`config.mk`:
```
export PLATFORM = sky130hd
export DESIGN_NAME = fgdf_config
export DESIGN_NICKNAME = d
export VERILOG_FILES = /design/src/hdl/fgdf_pkg.sv /design/src/hdl/fgdf_config.sv /design/src/hdl/fgdf_pin_sync.sv
export SDC_FILE = /design/constraint.sdc
export NUM_CORES = 1
export LEC_CHECK = 0
export BUFFER_PORTS_ARGS = -buffer_cell sky130_fd_sc_hd__buf_2
export CAP_MARGIN = 10
export CORE_MARGIN = 2
export CORE_UTILIZATION = 57
export DETAILED_ROUTE_END_ITERATION = 12
export GPL_TIMING_DRIVEN = 0
export PLACE_DENSITY = 0.82
export SYNTH_ARGS = -nofsm -noshare
export SYNTH_HDL_FRONTEND = slang
export SYNTH_SLANG_ARGS = --single-unit
export TNS_END_PERCENT = 30
```
`constraint.sdc`:
```
create_clock -name clk -period 4.6 [get_ports clk]
set_input_delay 0 -clock clk [delete_from_list [all_inputs] [get_ports clk]]
set_output_delay 0 -clock clk [all_outputs]
set_load 0.02 [all_outputs]
```
`src/hdl/fgdf_pkg.sv`:
```
// Package: register map, field layout and carrier types of the fan/pin/floor configuration slice
package fgdf_pkg;
   localparam int REG_ADDR_W = 8;
   localparam int REG_DATA_W = 8;
   localparam logic [7:0] TACH_CONT_ADDR = 8'h08;
   localparam logic [7:0] PIN_CFG_LOW_ADDR = 8'h09;
   localparam logic [7:0] PIN_CFG_HIGH_ADDR = 8'h0A;
   localparam logic [7:0] DYN_FLOOR_ADDR = 8'h0B;
   localparam logic [7:0] TACH_CONT_RESET = 8'h0F;
   localparam logic [7:0] PIN_CFG_RESET = 8'h00;
   localparam logic [7:0] DYN_FLOOR_RESET = 8'h00;
   localparam logic [7:0] TACH_CONT_WMASK = 8'h0F;
   localparam int NUM_PAIRS = 4;
   localparam int NUM_PINS = 8;
   localparam int PINS_PER_REG = 4;
   localparam int TEMP_W = 8;
   // Dynamic floor control field positions
   localparam int FLOOR_EN_R1_BIT = 0;
   localparam int FLOOR_EN_R2_BIT = 1;
   localparam int CAP_A1_S1_BIT = 2;
   localparam int CAP_A1_S2_BIT = 3;
   localparam int CAP_A2_S1_BIT = 4;
   localparam int CAP_A2_S2_BIT = 5;

   // Register bus request
   typedef struct packed {
      logic wrEn;
      logic rdEn;
      logic [REG_ADDR_W-1:0] addr;
      logic [REG_DATA_W-1:0] wrData;
   } fgdf_bus_req_type;

   // Present remote temperatures and the operating points held beside them
   typedef struct packed {
      logic [TEMP_W-1:0] remote1;
      logic [TEMP_W-1:0] remote2;
   } fgdf_temp_pair_type;
endpackage

```
`src/hdl/fgdf_config.sv`:
```
// Fan tach mode, general-purpose pin and dynamic floor configuration slice
`timescale 1ns/100ps
`default_nettype none
module fgdf_config
   import fgdf_pkg::*;
#(
   parameter int PAIRS = NUM_PAIRS,
   parameter int PINS = NUM_PINS
) (
   // Clock and reset
   input wire logic clk,
   input wire logic rst,
   // Register port
   input wire fgdf_bus_req_type busReq,
   output logic [REG_DATA_W-1:0] rdData,
   // Fan drive mode and tach measurement controls
   input wire logic highFreqMode,
   output logic [PAIRS-1:0] continuousPair,
   output logic [PAIRS-1:0] pulseStretchEn,
   output logic [PAIRS-1:0] driveSyncEn,
   // General-purpose pins
   input wire logic [PINS-1:0] pinIn,
   input wire logic [PINS-1:0] pinAssertOut,
   output logic [PINS-1:0] pinOut,
   output logic [PINS-1:0] pinOe,
   output logic [PINS-1:0] pinAsserted,
   // Thermal alarm pins, sensed while driven from outside
   input wire logic [1:0] alarmIn_n,
   input wire logic [1:0] alarmSelfDrive,
   // Monitoring cycle and temperatures
   input wire logic monitorCycle,
   input wire fgdf_temp_pair_type presentTemp,
   input wire logic opPointWrEn,
   input wire fgdf_temp_pair_type opPointWrData,
   output fgdf_temp_pair_type opPoint,
   output logic [1:0] floorAdjustEn
);
   // Matches the pin synchroniser latency, so a released self-drive low is not seen as external
   localparam int SELF_MASK_DEPTH = 4;

   typedef struct packed {
      logic [REG_DATA_W-1:0] tachCont;
      logic [REG_DATA_W-1:0] pinCfgLow;
      logic [REG_DATA_W-1:0] pinCfgHigh;
      logic [REG_DATA_W-1:0] dynFloor;
      fgdf_temp_pair_type opPoint;
      logic [REG_DATA_W-1:0] rdData;
      logic [1:0] alarmSeen;
      logic [2*SELF_MASK_DEPTH-1:0] selfHist;
      logic [PINS-1:0] pinOut;
      logic [PINS-1:0] pinOe;
      logic [PINS-1:0] pinAsserted;
   } fgdf_state_type;

   fgdf_state_type state_reg, state_next;
   logic [PINS-1:0] pinSync;
   // Alarms enter inverted so the synchroniser's zero reset reads as idle
   logic [1:0] alarmAct;
   logic [PINS-1:0] polarity;
   logic [PINS-1:0] direction;

   fgdf_pin_sync #(.WIDTH(PINS + 2)) pinSyncInst (
      .clk(clk),
      .rst(rst),
      .pinIn({~alarmIn_n, pinIn}),
      .pinOut({alarmAct, pinSync})
   );

   // Even bits polarity, odd bits direction, for both registers
   function automatic logic [PINS-1:0] pick_bits(input logic [2*REG_DATA_W-1:0] cfg,
                                                 input int offs);
      logic [PINS-1:0] r;
      r = '0;
      for (int i = 0; i < PINS; i++) begin
         r[i] = cfg[2*i+offs];
      end
      return r;
   endfunction

   // Captures only downward; a hotter reading leaves the point alone
   function automatic logic [TEMP_W-1:0] capture(input logic go, input logic [TEMP_W-1:0] cur,
                                                 input logic [TEMP_W-1:0] held);
      return (go && cur < held) ? cur : held;
   endfunction

   always_comb begin
      polarity = pick_bits({state_reg.pinCfgHigh, state_reg.pinCfgLow}, 0);
      direction = pick_bits({state_reg.pinCfgHigh, state_reg.pinCfgLow}, 1);
   end

   always_comb begin
      logic [1:0] alarmHit;
      logic capS1;
      logic capS2;
      logic [1:0] selfMask;
      alarmHit = '0;
      capS1 = 1'b0;
      capS2 = 1'b0;
      selfMask = alarmSelfDrive;
      state_next = state_reg;
      // Register writes
      if (busReq.wrEn) begin
         case (busReq.addr)
            TACH_CONT_ADDR: begin
               state_next.tachCont = busReq.wrData & TACH_CONT_WMASK;
            end
            PIN_CFG_LOW_ADDR: begin
               state_next.pinCfgLow = busReq.wrData;
            end
            PIN_CFG_HIGH_ADDR: begin
               state_next.pinCfgHigh = busReq.wrData;
            end
            DYN_FLOOR_ADDR: begin
               state_next.dynFloor = busReq.wrData;
            end
            default: begin
               state_next.dynFloor = state_reg.dynFloor;
            end
         endcase
      end
      // Read data registered one cycle after the strobe
      if (busReq.rdEn) begin
         case (busReq.addr)
            TACH_CONT_ADDR: state_next.rdData = state_reg.tachCont;
            PIN_CFG_LOW_ADDR: state_next.rdData = state_reg.pinCfgLow;
            PIN_CFG_HIGH_ADDR: state_next.rdData = state_reg.pinCfgHigh;
            DYN_FLOOR_ADDR: state_next.rdData = state_reg.dynFloor;
            default: state_next.rdData = '0;
         endcase
      end
      // External assertion only: ignore lows the device drives itself,
      // until the synchroniser has caught up with the released pin
      for (int k = 0; k < SELF_MASK_DEPTH; k++) begin
         selfMask = selfMask | state_reg.selfHist[2*k +: 2];
      end
      state_next.selfHist = {state_reg.selfHist[2*SELF_MASK_DEPTH-3:0], alarmSelfDrive};
      for (int a = 0; a < 2; a++) begin
         if (alarmAct[a] && !selfMask[a]) begin
            state_next.alarmSeen[a] = 1'b1;
         end
      end
      // Evaluate once per monitoring cycle, then rearm; set wins over rearm
      if (monitorCycle) begin
         alarmHit = state_reg.alarmSeen;
         for (int a = 0; a < 2; a++) begin
            state_next.alarmSeen[a] = alarmAct[a] && !selfMask[a];
         end
         capS1 = (alarmHit[0] && state_reg.dynFloor[CAP_A1_S1_BIT])
            || (alarmHit[1] && state_reg.dynFloor[CAP_A2_S1_BIT]);
         capS2 = (alarmHit[0] && state_reg.dynFloor[CAP_A1_S2_BIT])
            || (alarmHit[1] && state_reg.dynFloor[CAP_A2_S2_BIT]);
      end
      if (opPointWrEn) begin
         state_next.opPoint = opPointWrData;
      end else begin
         state_next.opPoint.remote1 = capture(capS1, presentTemp.remote1,
                                              state_reg.opPoint.remote1);
         state_next.opPoint.remote2 = capture(capS2, presentTemp.remote2,
                                              state_reg.opPoint.remote2);
      end
      // Polarity folded into both drive and report
      state_next.pinOe = direction;
      state_next.pinOut = pinAssertOut ~^ polarity;
      state_next.pinAsserted = pinSync ~^ polarity;
   end

   always_ff @(posedge clk) begin
      if (rst) begin
         state_reg <= '0;
         state_reg.tachCont <= TACH_CONT_RESET;
         state_reg.pinCfgLow <= PIN_CFG_RESET;
         state_reg.pinCfgHigh <= PIN_CFG_RESET;
         state_reg.dynFloor <= DYN_FLOOR_RESET;
         state_reg.opPoint <= '1;
      end else begin
         state_reg <= state_next;
      end
   end

   // Continuous mode means nothing in high-frequency drive
   always_comb begin
      for (int p = 0; p < PAIRS; p++) begin
         continuousPair[p] = state_reg.tachCont[p] && !highFreqMode;
         pulseStretchEn[p] = !continuousPair[p] && !highFreqMode;
         driveSyncEn[p] = !continuousPair[p] && !highFreqMode;
      end
   end

   assign rdData = state_reg.rdData;
   assign opPoint = state_reg.opPoint;
   assign floorAdjustEn = {state_reg.dynFloor[FLOOR_EN_R2_BIT],
                           state_reg.dynFloor[FLOOR_EN_R1_BIT]};
   assign pinOut = state_reg.pinOut;
   assign pinOe = state_reg.pinOe;
   assign pinAsserted = state_reg.pinAsserted;
endmodule
`default_nettype wire

```
`src/hdl/fgdf_pin_sync.sv`:
```
// Three-stage synchroniser with agreement filter for pin inputs
`timescale 1ns/100ps
`default_nettype none
module fgdf_pin_sync
   import fgdf_pkg::*;
#(
   parameter int WIDTH = 1
) (
   // Clock and reset
   input wire logic clk,
   input wire logic rst,
   // Pins and filtered result
   input wire logic [WIDTH-1:0] pinIn,
   output logic [WIDTH-1:0] pinOut
);
   typedef struct packed {
      logic [WIDTH-1:0] s1;
      logic [WIDTH-1:0] s2;
      logic [WIDTH-1:0] s3;
      logic [WIDTH-1:0] level;
   } fgdf_sync_state_type;

   fgdf_sync_state_type state_reg, state_next;

   always_comb begin
      state_next = state_reg;
      state_next.s1 = pinIn;
      state_next.s2 = state_reg.s1;
      state_next.s3 = state_reg.s2;
      // Change counts only once stages two and three agree
      for (int i = 0; i < WIDTH; i++) begin
         if (state_reg.s2[i] == state_reg.s3[i]) begin
            state_next.level[i] = state_reg.s3[i];
         end
      end
   end

   always_ff @(posedge clk) begin
      if (rst) begin
         state_reg <= '0;
      end else begin
         state_reg <= state_next;
      end
   end

   assign pinOut = state_reg.level;
endmodule
`default_nettype wire

```
==> flow_summary.json <==
{
  "synthMuxAreaShare_pct": 5.272,
  "critical_path.cell_chain": "inv_1, ha_1, nand4_1, a21oi_1, a21o_1, a211oi_1, dlygate4sd3_1",
  "area_growth_pct": 36.72,
  "post_cts_resized": 0,
  "cp_slowest_cell": "dlygate4sd3_1",
  "wl_met1_um": 6112,
  "rows": 35,
  "layout-drive-gt1-share_pct": 28.86,
  "ys_seq_elements": 126,
  "final_hold_viol_count": 0,
  "synth_area_sq_um": 5507,
  "avgSynthCellArea_sq_um": 9.510,
  "intPower_mw": 2.096,
  "pwr-share-clk_pct": 48.6,
  "synth-simple-area-share_pct": 20.20,
  "max-slew-margin-rel_pct": 49.50,
  "seqPwrFrac_pct": 41.5,
  "cts_root_buf": "clkbuf_8",
  "async_reset_ff_share_pct": 0,
  "nets": 881,
  "finClkSkew_ns": 0.004480,
  "synth_fp_nets": 668,
  "min_path_cells": 4,
  "largest_reg_flops": 20,
  "synth_xor_area_share_pct": 2.545,
  "synth-compound-area-share_pct": 12.29,
  "pwr_density_cell_nw_per_um2": 364.3,
  "wirelength_um": 15200,
  "wl_per_cell_um": 16.29,
  "reg2reg_slack_ns": 1.87,
  "grt_pass1_vias": 5089,
  "via_per_inst": 5.408,
  "ys_top_cells_by_area": "dfxtp_1 (46%), buf_4 (7.4%), nor2b_1 (5.9%)",
  "gp_congestion": 0.8962,
  "ir_drop_uv": 289.7,
  "fmaxAchievable_mhz": 366.5,
  "grt_usage_pct": 29.71,
  "fin_crit_sh_pct": 59.31,
  "grt_pass1_wl_um": 23870,
  "sw_frac_of_total_pct": 23.59,
  "fp.dieW_um": 102.3,
  "crit_required_ns": 5.00,
  "antenna_found_initial": 0,
  "ys_seq_area_share_pct": 45.81,
  "dp_hpwl_um": 9794,
  "final-max-slew-violation-count": 0,
  "start_util_pct": 59.03,
  "final_design_area_no_fill_sq_um": 7528,
  "drc": 0,
  "synth_top_area_share_pct": 45.81,
  "hp-class": "in -> reg",
  "rr_worst_depth": 7,
  "power_frac_comb_pct": 10.0,
  "status": "completed",
  "cts_buffers": 17,
  "start_kind": "flop",
  "path_clk_slew_ns": 0.06,
  "setup_violations": 0,
  "synth_ff_type": "dfxtp_1",
  "cts_tree": "done",
  "synth_top_family_by_area": "simple AND/OR/NAND/NOR gates",
  "syn_inst": 579,
  "grt_setup_unrepaired": "no",
  "die_y_um": 102.3,
  "maxCapViolations": 0,
  "synthAdderAreaFrac_pct": 3.181,
  "yosys.cell_types.count": 40,
  "top_layer": "met4",
  "ant_nets": 0,
  "p_switching_uw": 647.0,
  "drt_iter0_markers": 310,
  "num_io_pins": 137,
  "tightestPinTransition_ns": 0.7567,
  "min_to": "opPoint[12]",
  "grt_max_degree": 17,
  "critPathKind": "reg -> reg",
  "cts_max_level": 4,
  "grt-ovfl-total": 0,
  "setup-tns-final_ns": 0,
  "slowest_delay_ns": 0.59,
  "cp.arrival_ns": 3.13,
  "placed_cell_area_sq_um": 6344,
  "synth-edff-count": 0,
  "core_area_sq_um": 9328,
  "cts_max_path_buffers": 2,
  "critPathCaptureType": "flop",
  "crit_fanout": 9,
  "drt_first_pass_iters": 5,
  "reg2reg_to": "opPoint[4]",
  "post-route-min-period_ns": 2.728,
  "synth_top_area_cell": "dfxtp_1",
  "reg2reg_from": "opPoint[7]",
  "power_leakage_nw": 3.439,
  "io_buffers": 135,
  "route.met3.wl_um": 853,
  "vias": 5046,
  "clk_latency_ns": 0.52,
  "n_antenna_cell": 0,
  "hp-start": "presentTemp[12]",
  "yosysWarnings": 0,
  "routed-wl-met2_um": 7754,
  "clock-sinks": 126,
  "die_area_sq_um": 10460
}
[per-layer routing]
layer | up-vias | GRT usage (%)
li1 | 2386 | -
met1 | 2390 | 34.40
met2 | 220 | 52.88
met3 | 50 | 6.088
met4 | 0 | 13.33
met5 | - | 0
[final cells by class]
cell class	instances	area (sq um)
buffer	85	525.5
fill	548	1799
sequential	126	2522
multi-input combinational	351	2395
clock buffer	19	431.7
clock inverter	12	162.7
inverter	17	63.81
tap	129	161.4
timing repair buffer	194	1266
[worst max-delay path: cells and delay by family (launching register included)]
family | cells | cell delay [ns]
adder cells (fa/ha/maj) | 1 | 0.33
flip-flops | 1 | 0.37
buffers and inverters | 2 | 0.66
AO/OA/AOI/OAI | 3 | 1.14
AND/OR/NAND/NOR | 1 | 0.11
[worst max path at each step]
stage             endpoint  cells after the start       start  slack [ns]
4_1_cts         opPoint[0]                      7  opPoint[7]        2.02
5_1_grt         opPoint[4]                      7  opPoint[7]        1.81
6_report        opPoint[4]                      7  opPoint[7]        1.87
3_3_place_gp    opPoint[3]                      6  opPoint[7]        2.67
2_1_floorplan  opPoint[10]                      5  opPoint[9]        2.90
3_5_place_dp    opPoint[0]                      6  opPoint[7]        2.62
[power by group through the flow]
stage          Sequential [mW]  Clock (mW)  Combinational, mW
6_report                  1.14        1.33              0.273
5_1_grt                   1.14        1.39              0.294
4_1_cts                   1.14        1.33              0.268
3_5_place_dp              1.16           0              0.225
3_3_place_gp              1.16           0              0.217
2_1_floorplan             1.15           0              0.139
[layout by cell type (no fill, tap or decap), drive strengths merged]
master	netlist	layout
a2111o	2	2
o2bb2ai	4	4
nand2b	12	12
inv	17	19
and4b	1	1
buf	61	196
ha	14	14
a211oi	24	24
a21o	1	1
dfxtp	126	126
nor2b	52	52
mux2i	20	20
o2111ai	1	1
nand4	5	5
nor3	16	16
clkinv	0	5
dlygate4sd3	0	59
nor2	39	39
mux4	4	4
nand3b	2	2
clkbuf	24	43
a211o	5	5
nor4	3	3
xor2	16	16
a2111oi	8	8
a21oi	32	32
nand3	16	16
o21ai	20	20
a21boi	4	4
a22o	2	2
nand2	12	12
and2	2	2
nor3b	16	16
nand4b	2	2
bufinv	0	3
clkinvlp	0	2
or3	16	16
[repair_timing]
item	CTS	global route
buffers inserted	0	0
endpoints found under the hold margin	72	0
hold buffers	59	0
[cell families (layout without fill, tap and decap cells)]
kind of cell,after synthesis,in the layout
adders and majority gates,14,14
DFF,126,126
and+or+nand+nor,194,194
AOI/OAI and AO/OA,103,103
xor gates and xnor gates,16,16
muxes,24,24
buffers and inverters,102,327
[cells in the mapped netlist (4+ instances only)]
master	number
o21ai_0	20
mux2i_1	20
or3_1	15
a21boi_0	4
nand2_1	12
buf_4	54
clkbuf_1	24
inv_1	17
buf_1	4
xor2_1	16
a211o_1	4
nand3_1	16
a2111oi_0	8
dfxtp_1	126
a211oi_1	24
nor2_1	39
a21oi_1	32
o2bb2ai_1	4
nor2b_1	52
nor3b_1	16
nand2b_1	12
nor3_1	16
ha_1	14
mux4_2	4
[through the flow]
stage               worst slack [ns]  util, %  instances  hold slack (ns)  power (mW)
finish                         1.872    80.71        933          0.01945       2.743
global route                   1.807    80.71        933          0.06404       2.821
CTS                            2.017    80.71        933         0.002621       2.736
detailed placement             2.615    68.01        843           0.1587       1.384
global placement               2.666    68.01        843           0.1586       1.375
floorplan                      2.901        -        579          0.07238       1.293
Power figures use the tool's default switching activity.
